==> config.mk <==
export PLATFORM = sky130hd
export DESIGN_NAME = isrr_result_regs
export DESIGN_NICKNAME = d
export VERILOG_FILES = /design/src/include/isrr_pkg.sv /design/src/hdl/isrr_byte_pair.sv /design/src/hdl/isrr_comparator.sv /design/src/hdl/isrr_result_regs.sv
export VERILOG_INCLUDE_DIRS = /design/src /design/src/include
export SDC_FILE = /design/constraint.sdc
export NUM_CORES = 1
export LEC_CHECK = 0
export BUFFER_PORTS_ARGS = -buffer_cell sky130_fd_sc_hd__clkbuf_2
export CAP_MARGIN = 20
export CORE_MARGIN = 2
export CORE_UTILIZATION = 40
export DETAILED_ROUTE_END_ITERATION = 8
export SLEW_MARGIN = 0
export SYNTH_ARGS = -nofsm -noshare
export SYNTH_HDL_FRONTEND = slang
export SYNTH_SLANG_ARGS = --single-unit
==> constraint.sdc <==
create_clock -name clk_sys -period 2.77 [get_ports clk_sys]
set_input_delay 0.1385 -clock clk_sys [delete_from_list [all_inputs] [get_ports clk_sys]]
set_output_delay 0.1385 -clock clk_sys [all_outputs]
set_load 0.05 [all_outputs]
==> src/include/isrr_defs.svh <==
// register offsets, field positions and reset values of the result block
`ifndef ISRR_DEFS_SVH
`define ISRR_DEFS_SVH
`define ISRR_OFF_LTH_LOW    8'h08
`define ISRR_OFF_LTH_UP     8'h09
`define ISRR_OFF_PINFN      8'h0A
`define ISRR_OFF_PWR        8'h0B
`define ISRR_OFF_STATUS     8'h20
`define ISRR_OFF_PROX_LO    8'h21
`define ISRR_OFF_PROX_HI    8'h22
`define ISRR_OFF_FREQ_LO    8'h23
`define ISRR_OFF_FREQ_MID   8'h24
`define ISRR_OFF_FREQ_HI    8'h25
`define ISRR_RST_LTH        16'h0000
`define ISRR_RST_PINFN      3'h0
`define ISRR_RST_PWR        1'h0
`define ISRR_FN_READY       3'h4
`define ISRR_FN_COMP        3'h2
`define ISRR_FN_WAKE        3'h1
`define ISRR_ST_OSC         7
`define ISRR_ST_RDY         6
`define ISRR_ST_WAKE        5
`define ISRR_ST_COMP        4
`endif

==> src/include/isrr_pkg.sv <==
// types shared by the result block files
package isrr_pkg;
   typedef struct packed {
      logic [15:0] prox;
      logic [23:0] freq;
   } isrr_conv_t;
   typedef struct packed {
      logic        wr;
      logic        rd_start;
      logic [7:0]  addr;
      logic [7:0]  wdata;
   } isrr_req_t;
endpackage : isrr_pkg

==> src/hdl/isrr_byte_pair.sv <==
// staged 16-bit register: low byte buffered, loaded whole on high write
`timescale 1ns/10ps
module isrr_byte_pair #(
   parameter logic [15:0] RST = 16'h0000
) (
   // clock and reset
   input  wire logic        clk_sys,
   input  wire logic        reset_n,
   // byte writes
   input  wire logic        wr_low,
   input  wire logic        wr_high,
   input  wire logic [7:0]  wdata,
   // active value
   output logic      [15:0] value
);
   typedef struct packed {
      logic [7:0]  buf_lo;
      logic [15:0] val;
   } isrr_bp_t;
   isrr_bp_t s_q, s_d;

   // buffer holds the low byte until the high byte commits both
   always_comb begin
      s_d = s_q;
      if (wr_low) begin
         s_d.buf_lo = wdata;
      end
      if (wr_high) begin
         s_d.val = {wdata, s_q.buf_lo};
      end
   end

   always_ff @(posedge clk_sys or negedge reset_n) begin
      if (!reset_n) begin
         s_q <= {RST[7:0], RST};
      end else begin
         s_q <= s_d;
      end
   end
   assign value = s_q.val;

   property p_commit;
      @(posedge clk_sys) disable iff (!reset_n)
      wr_high |=> value == {$past(wdata), $past(s_q.buf_lo)};
   endproperty
   a_commit: assert property (p_commit) else $error("pair commit");

   property p_hold_low;
      @(posedge clk_sys) disable iff (!reset_n)
      (wr_low && !wr_high) |=> $stable(value);
   endproperty
   a_hold_low: assert property (p_hold_low) else $error("low wrote value");
endmodule : isrr_byte_pair

==> src/hdl/isrr_comparator.sv <==
// hysteresis comparator of proximity against two thresholds
`timescale 1ns/10ps
module isrr_comparator #(
   parameter int W = 16
) (
   // clock and reset
   input  wire logic         clk_sys,
   input  wire logic         reset_n,
   // data and thresholds
   input  wire logic         sample,
   input  wire logic [W-1:0] prox,
   input  wire logic [W-1:0] th_high,
   input  wire logic [W-1:0] th_low,
   // output, high once above the high threshold
   output logic              above
);
   typedef struct packed {
      logic above;
   } isrr_cmp_t;
   isrr_cmp_t s_q, s_d;

   // between thresholds the previous decision holds, avoiding chatter
   always_comb begin
      s_d = s_q;
      if (sample && prox > th_high) begin
         s_d.above = 1'b1;
      end else if (sample && prox < th_low) begin
         s_d.above = 1'b0;
      end
   end

   always_ff @(posedge clk_sys or negedge reset_n) begin
      if (!reset_n) begin
         s_q <= '0;
      end else begin
         s_q <= s_d;
      end
   end
   assign above = s_q.above;

   property p_rise;
      @(posedge clk_sys) disable iff (!reset_n)
      (sample && prox > th_high) |=> above;
   endproperty
   a_rise: assert property (p_rise) else $error("no rise");

   property p_fall;
      @(posedge clk_sys) disable iff (!reset_n)
      (sample && prox < th_low && !(prox > th_high)) |=> !above;
   endproperty
   a_fall: assert property (p_fall) else $error("no fall");
endmodule : isrr_comparator

==> src/hdl/isrr_result_regs.sv <==
// register side of the inductive sensor: thresholds, control, status, results
// Behaviour
// - upper low-threshold write loads full sixteen bits
// - upper low-threshold read returns active bits
// - pin function code selects interrupt pin source
// - power bit: clear standby, set active
// - status bit 7 shows oscillator stopped
// - status bit 6 low means data ready
// - status bit 5 low means wake-up triggered
// - status bit 4 low above high threshold
// - proximity result readable as two bytes
// - frequency counter low byte readable
// - results refresh only at proximity low read
// - lower threshold byte only buffers
// - frequency counter upper bytes readable after low
`timescale 1ns/10ps
`include "isrr_defs.svh"
module isrr_result_regs (
   // clock and reset
   input  wire logic                clk_sys,
   input  wire logic                reset_n,
   // register port: one access per request strobe
   input  wire isrr_pkg::isrr_req_t req,
   output logic               [7:0] rdata,
   // conversion engine
   input  wire isrr_pkg::isrr_conv_t conv,
   input  wire logic                conv_done,
   input  wire logic                oscillator_fault,
   input  wire logic         [15:0] th_high,
   output logic                     conversion_run_select,
   // interrupt pin, active level per function
   output logic                     interrupt_out_pin
);
   typedef struct packed {
      logic [2:0]           pinfn;
      logic                 run;
      logic                 ready_n;
      logic                 wake_n;
      isrr_pkg::isrr_conv_t snap;
      logic [7:0]           rdata;
   } isrr_st_t;
   isrr_st_t s_q, s_d;

   logic [15:0] th_low;
   logic        above;
   logic        wr_lo, wr_hi, fresh;
   logic        result_ready_low;

   ////////////////////////////////////////////////////////////////////////
   // low threshold and comparator
   assign wr_lo = req.wr && req.addr == `ISRR_OFF_LTH_LOW;
   assign wr_hi = req.wr && req.addr == `ISRR_OFF_LTH_UP;

   isrr_byte_pair #(.RST(`ISRR_RST_LTH)) u_lth (
      .clk_sys (clk_sys),
      .reset_n (reset_n),
      .wr_low  (wr_lo),
      .wr_high (wr_hi),
      .wdata   (req.wdata),
      .value   (th_low)
   );

   // only conversions that actually ran feed the comparator
   assign fresh = conv_done && s_q.run;

   isrr_comparator #(.W(16)) u_cmp (
      .clk_sys (clk_sys),
      .reset_n (reset_n),
      .sample  (fresh),
      .prox    (conv.prox),
      .th_high (th_high),
      .th_low  (th_low),
      .above   (above)
   );

   ////////////////////////////////////////////////////////////////////////
   // next state: control writes, flags, snapshot, read data
   always_comb begin
      s_d = s_q;
      if (req.wr && req.addr == `ISRR_OFF_PINFN) begin
         s_d.pinfn = req.wdata[2:0];
      end
      if (req.wr && req.addr == `ISRR_OFF_PWR) begin
         s_d.run = req.wdata[0];
      end
      // ready is consumed by the snapshot read; a new result wins
      if (req.rd_start && req.addr == `ISRR_OFF_PROX_LO) begin
         s_d.snap    = conv;
         s_d.ready_n = 1'b1;
      end
      if (fresh) begin
         s_d.ready_n = 1'b0;
      end
      // wake-up only armed while the pin carries that function
      if (s_q.pinfn != `ISRR_FN_WAKE) begin
         s_d.wake_n = 1'b1;
      end else if (fresh && conv.prox > th_high) begin
         s_d.wake_n = 1'b0;
      end
      if (req.rd_start) begin
         case (req.addr)
            `ISRR_OFF_LTH_LOW:  s_d.rdata = th_low[7:0];
            `ISRR_OFF_LTH_UP:   s_d.rdata = th_low[15:8];
            `ISRR_OFF_PINFN:    s_d.rdata = {5'h00, s_q.pinfn};
            `ISRR_OFF_PWR:      s_d.rdata = {7'h00, s_q.run};
            `ISRR_OFF_STATUS: begin
               s_d.rdata = 8'h00;
               s_d.rdata[`ISRR_ST_OSC]  = oscillator_fault;
               s_d.rdata[`ISRR_ST_RDY]  = s_q.ready_n;
               s_d.rdata[`ISRR_ST_WAKE] = s_q.wake_n;
               s_d.rdata[`ISRR_ST_COMP] = !above;
            end
            `ISRR_OFF_PROX_LO:  s_d.rdata = conv.prox[7:0];
            `ISRR_OFF_PROX_HI:  s_d.rdata = s_q.snap.prox[15:8];
            `ISRR_OFF_FREQ_LO:  s_d.rdata = s_q.snap.freq[7:0];
            `ISRR_OFF_FREQ_MID: s_d.rdata = s_q.snap.freq[15:8];
            `ISRR_OFF_FREQ_HI:  s_d.rdata = s_q.snap.freq[23:16];
            default:            s_d.rdata = 8'h00;
         endcase
      end
   end

   always_ff @(posedge clk_sys or negedge reset_n) begin
      if (!reset_n) begin
         s_q <= {`ISRR_RST_PINFN, `ISRR_RST_PWR, 1'b1, 1'b1, 40'h0000000000,
                 8'h00};
      end else begin
         s_q <= s_d;
      end
   end

   ////////////////////////////////////////////////////////////////////////
   // outputs; unsupported pin codes leave the pin idle
   assign rdata                 = s_q.rdata;
   assign conversion_run_select = s_q.run;
   assign result_ready_low      = s_q.ready_n;
   always_comb begin
      case (s_q.pinfn)
         `ISRR_FN_READY: interrupt_out_pin = result_ready_low;
         `ISRR_FN_COMP:  interrupt_out_pin = !above;
         `ISRR_FN_WAKE:  interrupt_out_pin = s_q.wake_n;
         default:        interrupt_out_pin = 1'b1;
      endcase
   end

   ////////////////////////////////////////////////////////////////////////
   // checks
   property p_upper_read;
      @(posedge clk_sys) disable iff (!reset_n)
      (req.rd_start && req.addr == `ISRR_OFF_LTH_UP) |=>
         rdata == th_low[15:8];
   endproperty
   a_upper_read: assert property (p_upper_read) else $error("lth read");

   property p_run;
      @(posedge clk_sys) disable iff (!reset_n)
      (req.wr && req.addr == `ISRR_OFF_PWR) |=>
         conversion_run_select == $past(req.wdata[0]);
   endproperty
   a_run: assert property (p_run) else $error("power bit");

   property p_ready;
      @(posedge clk_sys) disable iff (!reset_n)
      fresh |=> !s_q.ready_n;
   endproperty
   a_ready: assert property (p_ready) else $error("ready flag");

   property p_snap_hold;
      @(posedge clk_sys) disable iff (!reset_n)
      !(req.rd_start && req.addr == `ISRR_OFF_PROX_LO) |=> $stable(s_q.snap);
   endproperty
   a_snap_hold: assert property (p_snap_hold) else $error("snap moved");

   property p_snap_take;
      @(posedge clk_sys) disable iff (!reset_n)
      (req.rd_start && req.addr == `ISRR_OFF_PROX_LO) |=>
         s_q.snap == $past(conv);
   endproperty
   a_snap_take: assert property (p_snap_take) else $error("no snap");

   property p_pin_ready;
      @(posedge clk_sys) disable iff (!reset_n)
      s_q.pinfn == `ISRR_FN_READY |-> interrupt_out_pin == s_q.ready_n;
   endproperty
   a_pin_ready: assert property (p_pin_ready) else $error("pin fn");

   property p_wake_idle;
      @(posedge clk_sys) disable iff (!reset_n)
      s_q.pinfn != `ISRR_FN_WAKE |=> s_q.wake_n;
   endproperty
   a_wake_idle: assert property (p_wake_idle) else $error("wake flag");

   property p_freq_hi;
      @(posedge clk_sys) disable iff (!reset_n)
      (req.rd_start && req.addr == `ISRR_OFF_FREQ_HI) |=>
         rdata == s_q.snap.freq[23:16];
   endproperty
   a_freq_hi: assert property (p_freq_hi) else $error("freq read");

   // status fields, each taken at the edge that starts the read
   property p_osc_read;
      @(posedge clk_sys) disable iff (!reset_n)
      (req.rd_start && req.addr == `ISRR_OFF_STATUS) |=>
         rdata[`ISRR_ST_OSC] == $past(oscillator_fault);
   endproperty
   a_osc_read: assert property (p_osc_read) else $error("osc bit");

   property p_rdy_read;
      @(posedge clk_sys) disable iff (!reset_n)
      (req.rd_start && req.addr == `ISRR_OFF_STATUS) |=>
         rdata[`ISRR_ST_RDY] == $past(s_q.ready_n);
   endproperty
   a_rdy_read: assert property (p_rdy_read) else $error("ready bit");

   property p_wake_read;
      @(posedge clk_sys) disable iff (!reset_n)
      (req.rd_start && req.addr == `ISRR_OFF_STATUS) |=>
         rdata[`ISRR_ST_WAKE] == $past(s_q.wake_n);
   endproperty
   a_wake_read: assert property (p_wake_read) else $error("wake bit");

   property p_cmp_read;
      @(posedge clk_sys) disable iff (!reset_n)
      (req.rd_start && req.addr == `ISRR_OFF_STATUS) |=>
         rdata[`ISRR_ST_COMP] == !$past(above);
   endproperty
   a_cmp_read: assert property (p_cmp_read) else $error("cmp bit");

   // result bytes: low proximity byte is live, the rest come from the snap
   property p_prox_lo;
      @(posedge clk_sys) disable iff (!reset_n)
      (req.rd_start && req.addr == `ISRR_OFF_PROX_LO) |=>
         rdata == $past(conv.prox[7:0]);
   endproperty
   a_prox_lo: assert property (p_prox_lo) else $error("prox low");

   property p_prox_hi;
      @(posedge clk_sys) disable iff (!reset_n)
      (req.rd_start && req.addr == `ISRR_OFF_PROX_HI) |=>
         rdata == s_q.snap.prox[15:8];
   endproperty
   a_prox_hi: assert property (p_prox_hi) else $error("prox high");

   property p_freq_lo;
      @(posedge clk_sys) disable iff (!reset_n)
      (req.rd_start && req.addr == `ISRR_OFF_FREQ_LO) |=>
         rdata == s_q.snap.freq[7:0];
   endproperty
   a_freq_lo: assert property (p_freq_lo) else $error("freq low");

   property p_freq_mid;
      @(posedge clk_sys) disable iff (!reset_n)
      (req.rd_start && req.addr == `ISRR_OFF_FREQ_MID) |=>
         rdata == s_q.snap.freq[15:8];
   endproperty
   a_freq_mid: assert property (p_freq_mid) else $error("freq mid");

   // lower threshold location reads the active byte, never the buffer
   property p_lth_lo;
      @(posedge clk_sys) disable iff (!reset_n)
      (req.rd_start && req.addr == `ISRR_OFF_LTH_LOW) |=>
         rdata == th_low[7:0];
   endproperty
   a_lth_lo: assert property (p_lth_lo) else $error("lth low");

   property p_lth_keep;
      @(posedge clk_sys) disable iff (!reset_n)
      !wr_hi |=> $stable(th_low);
   endproperty
   a_lth_keep: assert property (p_lth_keep) else $error("lth moved");

   // pin source per function code
   property p_pin_cmp;
      @(posedge clk_sys) disable iff (!reset_n)
      s_q.pinfn == `ISRR_FN_COMP |-> interrupt_out_pin == !above;
   endproperty
   a_pin_cmp: assert property (p_pin_cmp) else $error("pin cmp");

   property p_pin_wake;
      @(posedge clk_sys) disable iff (!reset_n)
      s_q.pinfn == `ISRR_FN_WAKE |-> interrupt_out_pin == s_q.wake_n;
   endproperty
   a_pin_wake: assert property (p_pin_wake) else $error("pin wake");

   property p_pin_off;
      @(posedge clk_sys) disable iff (!reset_n)
      (s_q.pinfn != `ISRR_FN_READY && s_q.pinfn != `ISRR_FN_COMP &&
       s_q.pinfn != `ISRR_FN_WAKE) |-> interrupt_out_pin;
   endproperty
   a_pin_off: assert property (p_pin_off) else $error("pin off");

   // flags: read clears ready unless a result lands in the same cycle
   property p_rdy_clr;
      @(posedge clk_sys) disable iff (!reset_n)
      (req.rd_start && req.addr == `ISRR_OFF_PROX_LO && !fresh) |=>
         s_q.ready_n;
   endproperty
   a_rdy_clr: assert property (p_rdy_clr) else $error("ready clr");

   property p_wake_set;
      @(posedge clk_sys) disable iff (!reset_n)
      (s_q.pinfn == `ISRR_FN_WAKE && fresh && conv.prox > th_high) |=>
         !s_q.wake_n;
   endproperty
   a_wake_set: assert property (p_wake_set) else $error("wake set");

   // the power bit moves only on its own write
   property p_run_hold;
      @(posedge clk_sys) disable iff (!reset_n)
      !(req.wr && req.addr == `ISRR_OFF_PWR) |=>
         $stable(conversion_run_select);
   endproperty
   a_run_hold: assert property (p_run_hold) else $error("power moved");
endmodule : isrr_result_regs

* Word-level counts from Yosys, hierarchy flattened *
Cells that the tools add are included.

cells by class
  $lt $le $gt $ge = 2
  eq/ne operators = 14
  multiplexer cells = 8
  reduce and logical (&&, ||, !) cells = 12

operator list
  cell                                                 count
  case mux 8 bit (10 select lines)                     1
  equality test 8 x 6 -> 1 bit, second input constant  6
  equality test 8 x 4 -> 1 bit, second input constant  4
  > comparator 16 bit                                  1
  < comparator 16 bit                                  1
  logical AND 1 bit                                    8
  2-to-1 mux 1 bit                                     6
  nonzero test 2 bit                                   3
  equality test 3 x 1 -> 1 bit, second input constant  1
  equality test 3 x 2 -> 1 bit, second input constant  1
  equality test 3 bit, second input constant           1
  != test 3 x 1 -> 1 bit, second input constant        1
  case mux 1 bit (3 select lines)                      1
  zero test 1 bit                                      1

word-level totals
  bits in registers = 79
  word-level logic and storage cells = 46

* Longest topological paths before layout *
Gate-level depths: netlist of run 1.

  depth after elaboration = 4
  mapped depth = 7
  gate-level depth less buffers = 7

* Modules after synthesis *
Synthesis of run 1 repeated with hierarchy kept, for this count alone.

unflattened totals
  cells, all modules = 456
  area total of the unflattened synthesis = 4968.5 um^2

modules (own cells, without submodules)
  module            times used  cells each  area an instance (um^2)  seq. area each (um^2)
  isrr_result_regs  1           278         3055.4                   1153.6
  isrr_byte_pair    1           67          1064.8                   600.6
  isrr_comparator   1           111         848.3                    25.0

* Worst setup path after synthesis of run 1 *
No wires, ideal clock.

  kind = input port to flip-flop
  start point = input req[12] in the netlist's numbering
  end point = register s_q[11] in the netlist's numbering
  library setup time = 125 ps
  data arrival time = 1887 ps
  setup slack = 758 ps
  stages on the path = 6
  cell sequence = or3_4 > or3_4 > or4_4 > buf_6 > buf_12 > mux2_4

between the ends
  longest elaborated chain between the ends = 2

ends and longest elaborated chain
  element                             RTL line                 RTL
  start: declaration                  isrr_result_regs.sv:23   input wire isrr_pkg::isrr_req_t req,
  equality test 8 x 6 -> 1 bit        --
  logical AND 1 bit (no source line)  --
  end signal: assignment              isrr_result_regs.sv:125  s_q <= {`ISRR_RST_PINFN, `ISRR_RST_PWR, 1'b1, 1'b1, 40'h0000000000,
  end: declaration                    isrr_result_regs.sv:42   isrr_st_t s_q, s_d;

No other way between the ends.
A chain may end at the register's enable or synchronous reset.

* Final worst setup path of run 1 *
  start point = input req[10] in the netlist's numbering
  end point = register u_lth.s_q, in the netlist u_lth.value[7]

between the ends
  longest elaborated chain between the ends = 2

ends and longest elaborated chain
  element                             RTL line              RTL
  equality test 8 x 4 -> 1 bit        --
  logical AND 1 bit (no source line)  --
  end signal: assignment              isrr_byte_pair.sv:35  s_q <= {RST[7:0], RST};
  end: declaration                    isrr_byte_pair.sv:20  isrr_bp_t s_q, s_d;

No other way between the ends.

==> run metrics, run 1 <==
synth top area cells=dfrtp_1 41%, mux2_4 10%, mux2_2 9.6%, ha_1 9.2%, a22oi_1 3.2%; Worst-Skew Late Latency=0.36 ns; layout cells sized above 1=0.410; cts repair resizes=0; clk_skew=0.00823 ns; antenna cells=0; Buffers on Ports=87; EDFF count, synth=0; Fillers=980; vias per cell=5.25; clk root buf=clkbuf_8; pre-CTS WS=0.487 ns; IO Pins=88; Synth Flop Type=dfrtp_1; Initial Util=0.410; drt wl/cell=18.5 um; Critical Path Fanout Max=13; ys async rst share=1.00; fin nets=550; most frequent cells in the layout=86 x clkbuf_2, 69 x dfrtp_1, 36 x inv_1, 36 x mux2_2, 31 x ha_1; drt drc=0; share of the synthesized area in the top cell type=0.410; peak supply drop=211 uV; routed via count=3053; first drt pass iteration count=4; Slew Limit Fails=0; Fin Setup TNS=0 ns; Die W=107 um; row cnt=37; Syn Area/Cell=11.8 sq um; commonest non-fill, non-tap cell in the layout=clkbuf_2; count of final setup violators=0; synthesis-stage register bit count=71; Worst Setup End Kind=register; gr ovfl total=0; dpl cell area=4690 sq um; Critical Path RT=3.01 ns; RSZ-0062 raised after global routing=false; total of max-cap violations=0; Core Util, Final=0.480; vias in the first global route=3223; Setup crit start kind=input pin; Final Hold Viols=0; Slew @ Worst Pin=0.762 ns; Yosys Warn Count=0; H-tree Lvls=3; clk buf depth=2; minimum clock period=1.91 ns; clk slew on worst S/H paths=0.08 ns; Fmax=0.523 GHz; PnR worst setup slack=0.858 ns; Post-DRT Antenna Nets=0; largest net degree at the start of global routing=34; PD cells=489 nW/um^2; Die H=107 um; synthesized area=4210 sq um; post-synth net total=467; Crit Path Category=input pin to register; Core Region=10300 sq um; Worst EP arrival=2.15 ns; antenna violations before repair=0; die area=11400 sq um; Synth area leader=dfrtp_1; max_slew headroom=0.488; Final Cell Area=4930 sq um; WL final=10.8 mm; Min-Delay Path Class=input pin to register; CTS tree=built; Final Cycle Share=0.690; CTS Sinks=71; status=complete, no violations; sequential element share of the synthesized area=0.422; routability cong.=0.882; Yosys cell types=49; total track usage=0.202; CTS buffer count=9; DP Wirelength=8.55 mm; Layout area overhead=17.1%; Leak=2.51 nW; Synth Instances=358; first-pass GRT wire length=17.3 mm; initial drt markers=183
kinds of logic (layout without fill, tap and decap cells):
group                      Yosys count  in the layout  synth area share
AOI/OAI and AO/OA                   71             71             0.116
DFF                                 71             71             0.422
muxes                               70             70             0.223
buffers and inverters               58            146            0.0734
and+or+nand+nor                     57             57            0.0728
adders and majority gates           31             31            0.0921
critical path, stage by stage:
cell      delay, ns
clkbuf_2       0.23
nor4_1         0.24
buf_4          0.17
nand2_1        0.14
nor2_1         0.31
and3_1         0.30
buf_4          0.25
mux2_2         0.36
through the flow:
stage | hold WS, ns | total power [mW] | cells
2_1_floorplan | -0.157 | 1.30 | 358
3_3_place_gp | 0.238 | 1.45 | 565
4_1_cts | 0.000363 | 2.42 | 582
3_5_place_dp | 0.253 | 1.46 | 565
5_1_grt | 0.00409 | 2.51 | 582
6_report | 0.000761 | 2.41 | 582
routing by layer:
metal  GRT usage  up-vias  share of wire
li1            -     1468              -
met2       0.326       75           0.47
met5           0        -              0
met4      0.0909        0          0.028
met3      0.0371       18          0.041
met1       0.265     1492           0.46
cells in the mapped netlist (2+ instances only):
library cell  number
and3_1             3
nand2_1           19
buf_12             3
a22oi_1           18
nor4_1             3
nor2b_1            5
buf_1              3
nor3_1             3
nand4_1            6
buf_4              9
ha_1              31
a21oi_1           13
dfstp_2            2
or3_4              2
o21ai_0           13
mux2_2            36
mux4_2             4
nor2_1             6
clkbuf_1           5
o22ai_1            3
a211oi_1           3
a2bb2oi_1          2
dfrtp_1           69
a222oi_1           5
nand3_1            3
mux2_4            29
inv_1             36
a221o_1            2
nand2b_1           2
cell type report:
type | count | area, sq um | share of cell area
clock buffers | 11 | 151 | 0.0307
clock inverters | 5 | 80.1 | 0.0162
inverters | 36 | 135 | 0.0274
multi-input cells | 229 | 2120 | 0.431
flip-flops and latches | 71 | 1780 | 0.361
well taps | 136 | 170 | 0.0345
repair buffers | 94 | 490 | 0.0995
where the power goes:
group,leakage (nW),internal [mW],total [mW],switching [mW]
combinational,1.43,0.154,0.318,0.164
sequential,0.975,1.09,1.12,0.0346
clock,0.112,0.555,0.972,0.417
timing repair:
item / 4_1_cts / 5_1_grt
endpoints found under the hold margin: 31 / 0
buffers inserted: 0 / 0
hold buffers: 1 / 0
path summary, 6_finish.rpt:
check	cells after the start	slack, ns	start	end
worst max register to register	7	0.95	u_lth.value[14]	u_cmp.above
worst max-delay path	8	0.86	req[10]	u_lth.value[7]
max in group asynchronous	3	1.53	reset_n	result_ready_low
min in group asynchronous	2	0.38	reset_n	s_q[17]
worst min-delay path	2	0.0008	conv[16]	s_q[24]
worst min register to register	1	0.49	rdata[3]	rdata[3]
state kept, by name (all words and copies together), names as in the netlist:
signal	count
conversion_run_select	1
rdata	8
result_ready_low	1
s_q	36
u_cmp.above	1
u_lth.s_q	8
u_lth.value	16
(Power assumes the default switching activity.)
==> inputs of run 2 (changes only) <==
- ABC_AREA: unset -> 1
- clock period: 2.77 -> 1.6 ns (I/O delays scaled with it)
==> run 2 against run 1 <==
- the run now ends with setup timing left
- die area rose by 5.6%
- first-iteration DRC count rose by 23%
- total power rose by 84%
- area after synthesis rose by 5.8%
- critical path depth fell by 3
- clock skew rose by 0.0017 ns
- register-to-register slack got worse by 0.86 ns
- synthesized cell count rose by 51%
- design area rose by 16%
- routed wire length rose by 11%
- flip-flop and latch count did not move
- critical path type is now register to output port
- highest routed layer unchanged
==> run metrics, run 2 <==
R2R Setup Slk=0.09 ns (-0.86 ns); CTS buffer count=9 (unchanged); CTS Sinks=71 (unchanged); synth top area cells=dfrtp_1 39%, nand2_1 11%, ha_1 8.7%, mux2_4 7.1%, inv_1 6.2%; RR Startpoint=u_lth.value[9]; layout cells sized above 1=0.278 (-0.132); PnR worst setup slack=-0.0801 ns (-0.938 ns); routed via count=4018 (+32%); Core Region=10800 sq um (+5.5%); total track usage=0.207 (+0.00532); synthesized area=4460 sq um (+5.8%); Final Hold Viols=0 (unchanged); EDFF count, synth=0 (unchanged); clk buf depth=2 (unchanged); Synth top cells by count=127 x nand2_1, 74 x inv_1, 69 x dfrtp_1; max_slew headroom=0.690 (+0.202); synthesis-stage register bit count=71 (unchanged); vias in the first global route=3874 (+20%); total of max-cap violations=0 (unchanged); Syn Area/Cell=8.25 sq um (-30%); row cnt=38 (+2.7%); drt wl/cell=14.7 um (-21%); Worst-Skew Late Latency=0.36 ns (about the same); Critical Path RT=1.52 ns (-1.49 ns); Critical Path Fanout Max=3 (-10); commonest non-fill, non-tap cell in the layout=nand2_1; first-pass GRT wire length=19.0 mm (+9.8%); peak supply drop=558 uV (+160%); violated checks=setup timing; Crit Path Category=register to output port; most common cell in the netlist=nand2_1; sequential element share of the synthesized area=0.399 (-0.0232); Worst EP arrival=1.60 ns (-0.55 ns); Fillers=1046 (+6.7%); share of the synthesized area in the top cell type=0.387 (-0.0226); RSZ-0062 raised after global routing=true; placed cells=759 (+34%); antenna violations before repair=0 (unchanged); clk root buf=clkbuf_8; PD cells=775 nW/um^2 (+59%); max reg flops=36 (unchanged); gr ovfl total=0 (unchanged); most frequent cells in the layout=125 x nand2_1, 85 x clkbuf_2, 71 x inv_1; largest reg by FF count=s_q; Yosys Warn Count=0 (unchanged); Setup crit start kind=register; Synth Instances=540 (+51%); Top Family by Delay on Critical Path=simple AND/OR/NAND/NOR gates; first drt pass iteration count=5 (+1); Final Instance Count excl. Fillers=813 (+40%); Critical-path top delay cell=dfrtp_1; drt drc=0 (unchanged); die area=12000 sq um (+5.6%); Worst Setup End Kind=output port; CTS tree=built; Slew @ Worst Pin=0.465 ns (-0.298 ns); Worst Hold Depth=2 (unchanged); Layout area overhead=28.6%; ys async rst share=1.00 (unchanged); count of final setup violators=1 (+1); DP Wirelength=9.06 mm (+5.9%); Leak=3.22 nW (+28%); hold path endpoint=s_q[42]; minimum clock period=1.68 ns; Slew Limit Fails=0 (unchanged); initial drt markers=225 (+23%); Synth Flop Type=dfrtp_1; CP Cell Sequence=inv_2, nor3_2, or3_1, nand4_1, buf_8; worst r2r dst=u_cmp.above; Synth area leader=dfrtp_1; Fmax=0.595 GHz; H-tree Lvls=3 (unchanged); CP peak stage delay=0.43 ns (+0.07 ns); fin nets=777 (+41%); Min-Delay Path Class=input pin to register; HP Start=conv[34]; routability cong.=0.873 (-0.99%); clk_skew=0.00994 ns (+0.00171 ns); clk slew on worst S/H paths=0.08 ns (about the same); Yosys cell types=31 (-37%); WL final=11.9 mm (+11%); status=complete, but fails checks; largest net degree at the start of global routing=40 (+18%); antenna cells=0 (unchanged); Final Cycle Share=1.05; Buffers & Inverters on Critical Path=2 (-1); Initial Util=0.411 (+0.00134); post-synth net total=649 (+39%); Die H=110 um (+2.8%); IO Pins=88 (unchanged); vias per cell=4.94 (-5.8%); Buffers on Ports=87 (unchanged); R2R depth=10 (+3); Post-DRT Antenna Nets=0 (unchanged); Die W=110 um (+2.8%); Fin Setup TNS=-0.0801 ns (-0.0801 ns)
run 2: repair_timing:
item                                   4_1_cts  5_1_grt
gates cloned                                 0        0
resized for setup                            4       15
setup buffers                                2        6
pin swaps                                    0        1
hold buffers                                30        0
endpoints found under the hold margin       48        0
setup endpoints to repair                    2        2
run 2: cell families (layout without fill, tap and decap cells):
logic type	after synthesis	after routing	synth area share
adder cells (fa/ha/maj)	31	31	0.0870
multiplexers	29	29	0.0910
flip-flops	71	71	0.399
AND/OR/NAND/NOR	255	255	0.259
AO/OA/AOI/OAI	55	55	0.0634
buffers and inverters	99	232	0.101
run 2: metrics by stage:
stage / hold WS (ns) / instance area (sq um) / setup WS (ns) / utilization / total power, mW
after floorplan: -0.216 / 4460 / 0.251 / - / 2.32
after global placement: 0.0557 / 5050 / 0.0244 / 0.465 / 2.58
after detailed placement: 0.0562 / 5050 / 0.0107 / 0.465 / 2.60
after CTS: 0.0130 / 5620 / -0.0912 / 0.518 / 4.43
after global routing: 0.0236 / 5730 / -0.174 / 0.529 / 4.66
final: 0.00946 / 5730 / -0.0801 / 0.529 / 4.44
run 2: worst max path at each step:
stage,startpoint,endpoint,slack [ns],depth (start not counted)
global route,s_q[52],interrupt_out_pin,-0.17,6
detailed placement,u_lth.value[15],u_cmp.above,0.01,8
finish,s_q[52],interrupt_out_pin,-0.08,5
global placement,u_lth.value[13],u_cmp.above,0.02,8
floorplan,conversion_run_select,u_cmp.above,0.25,7
CTS,s_q[53],interrupt_out_pin,-0.09,5
run 2: layer usage:
| metal | part of all wire | routed length, um | up-vias | track usage |
|---|---|---|---|---|
| met5 | 0 | 0 | - | 0 |
| met4 | 0.025 | 293 | 0 | 0.0561 |
| met3 | 0.053 | 636 | 21 | 0.0433 |
| met2 | 0.45 | 5370 | 131 | 0.333 |
| met1 | 0.47 | 5620 | 1865 | 0.284 |
| li1 | - | - | 2001 | - |
run 2: final cells by class:
| cell class | instances | area, sq um | area share |
|---|---|---|---|
| multi-input combinational | 370 | 2300 | 0.401 |
| sequential | 71 | 1780 | 0.311 |
| timing repair buffer | 141 | 951 | 0.166 |
| inverter | 75 | 282 | 0.0491 |
| tap | 140 | 175 | 0.0306 |
| clock buffer | 9 | 124 | 0.0216 |
| clock inverter | 7 | 120 | 0.0210 |
run 2: report_power, final:
| group | total (mW) | switching [mW] | internal, mW |
|---|---|---|---|
| Clock | 1.77 | 0.729 | 1.04 |
| Sequential | 1.96 | 0.0615 | 1.90 |
| Combinational | 0.719 | 0.390 | 0.328 |
==> inputs of run 3 (changes only) <==
- CELL_PAD_IN_SITES_DETAIL_PLACEMENT: unset -> 1
- CELL_PAD_IN_SITES_GLOBAL_PLACEMENT: unset -> 1
- CORE_UTILIZATION: 40 -> 37
- PLACE_DENSITY_LB_ADDON: unset -> 0.1
==> run 3 against run 2 <==
- first-iteration DRC count down 28%
- combinational power up 2%
- flip-flop and latch count unchanged
- non-clock buffer count down 4
- the flow still finishes with violations (setup timing)
==> run metrics, run 3 (synthesis results as in run 2) <==
routability cong.=0.837 (-4.1%); placed cells=765 (+0.79%); vias per cell=4.89 (-1.1%); clk slew on worst S/H paths=0.06 ns (-0.02 ns); CTS buffer count=9 (unchanged); Initial Util=0.376 (-0.0354); total of max-cap violations=0 (unchanged); Slew @ Worst Pin=0.429 ns (-0.0359 ns); clk_skew=0.0112 ns (+0.00127 ns); Worst EP arrival=1.58 ns (-0.02 ns); Critical Path Fanout Max=4 (+1); hold_ws=0.0109 ns (+0.00143 ns); row cnt=40 (+5.3%); initial drt markers=161 (-28%); Core Util, Final=0.485 (-0.0434); Worst-Skew Late Latency=0.35 ns (about the same); CTS Sinks=71 (unchanged); count of final setup violators=1 (unchanged); antenna cells=0 (unchanged); Setup crit start kind=register; clk buf depth=2 (unchanged); vias in the first global route=4194 (+8.3%); Fmax=0.604 GHz (+1.4%); H-tree Lvls=3 (unchanged); layout cells sized above 1=0.266 (-0.0114); first-pass GRT wire length=21.4 mm (+13%); WL final=13.4 mm (+12%); die area=12900 sq um (+7.8%); Final Cell Area=5760 sq um (+0.44%); PnR worst setup slack=-0.0562 ns (+0.0239 ns); largest reg by FF count=s_q; pre-CTS WS=0.134 ns (+0.123 ns); max reg flops=36 (unchanged); dpl cell area=5100 sq um (+1.0%); Fin Setup TNS=-0.0562 ns (+0.0239 ns); max_slew headroom=0.713 (+0.0229); fin nets=773 (-0.51%); Die W=114 um (+3.8%); commonest non-fill, non-tap cell in the layout=nand2_1; PD cells=791 nW/um^2 (+2.0%); Final Cycle Share=1.04 (-0.0149); minimum clock period=1.66 ns (-0.0239 ns); status=complete, but fails checks; Buffers on Ports=87 (unchanged); Die H=114 um (+3.8%); Min-Delay Path Class=input pin to register; drt drc=0 (unchanged); Worst Setup End Kind=output port; routed via count=3985 (-0.82%); most frequent cells in the layout=127 x nand2_1, 85 x clkbuf_2, 71 x inv_1; drt wl/cell=16.4 um (+12%); IO Pins=88 (unchanged); Crit Path Category=register to output port; peak supply drop=735 uV (+32%); Layout area overhead=29.2%; antenna violations before repair=0 (unchanged); Critical Path RT=1.52 ns (about the same); total track usage=0.217 (+0.00958); Leak=3.22 nW (about the same); Slew Limit Fails=0 (unchanged); violated checks=setup timing; largest net degree at the start of global routing=72 (+80%); CTS tree=built; Final Hold Viols=0 (unchanged); Total Power=4.55 mW (+2.4%); Post-DRT Antenna Nets=0 (unchanged); Core Region=11900 sq um (+9.4%); gr ovfl total=0 (unchanged); Final Instance Count excl. Fillers=815 (+0.25%); RSZ-0062 raised after global routing=true; clk root buf=clkbuf_16; DP Wirelength=10.2 mm (+13%); first drt pass iteration count=4 (-1)
-- run 3: changes by cell type in the layout (fill, tap and decap cells not counted), sizes merged --
cell / delta
dlygate4sd3: -2
clkbuf: +1
bufinv: -3
clkinvlp: +1
buf: -2
-- run 3: worst paths after layout --
check                                      from                 to  slack (ns)  cells after the start
min in group asynchronous               reset_n            s_q[24]        0.29                      3
max in group asynchronous               reset_n            s_q[48]        0.96                      3
worst max-delay path                    s_q[52]  interrupt_out_pin       -0.06                      6
worst min register to register         rdata[5]           rdata[5]        0.48                      2
worst min-delay path                   conv[19]            s_q[27]        0.01                      3
worst max register to register  u_lth.value[15]        u_cmp.above        0.15                      8
-- run 3: layout make-up --
cell class | instances | area, sq um
inverter | 75 | 282
clock buffer | 10 | 239
fill | 1435 | 6100
timing repair buffer | 137 | 966
multi-input combinational | 370 | 2270
tap | 147 | 184
sequential | 71 | 1780
clock inverter | 5 | 33.8
-- run 3: report_power, final --
part,total (mW),leakage (nW),internal [mW],switching [mW]
Combinational,0.730,2.16,0.329,0.401
Sequential,1.96,0.923,1.90,0.0642
Clock,1.86,0.131,1.08,0.780
Total,4.55,3.22,3.31,1.25
-- run 3: repair_timing --
action	4_1_cts	5_1_grt
gates resized for setup	4	8
hold buffers	28	0
endpoints found under the setup margin	1	2
setup buffers	2	5
hold endpoints to repair	99	0
-- run 3: per-layer routing --
metal	part of all wire	global-route usage	wire length (um)	up-vias
li1	-	-	-	1995
met1	0.45	0.273	6070	1896
met2	0.48	0.363	6430	69
met3	0.035	0.0457	468	25
met4	0.030	0.0919	399	0
met5	0	0	0	-
-- run 3: worst max-delay path, cell delays in order, from the launching register on --
cell and delay, ns:
dfrtp_1 0.41, inv_2 0.05, nand3_1 0.09, inv_2 0.05, or3_1 0.30, nand4_1 0.16
buf_8 0.17
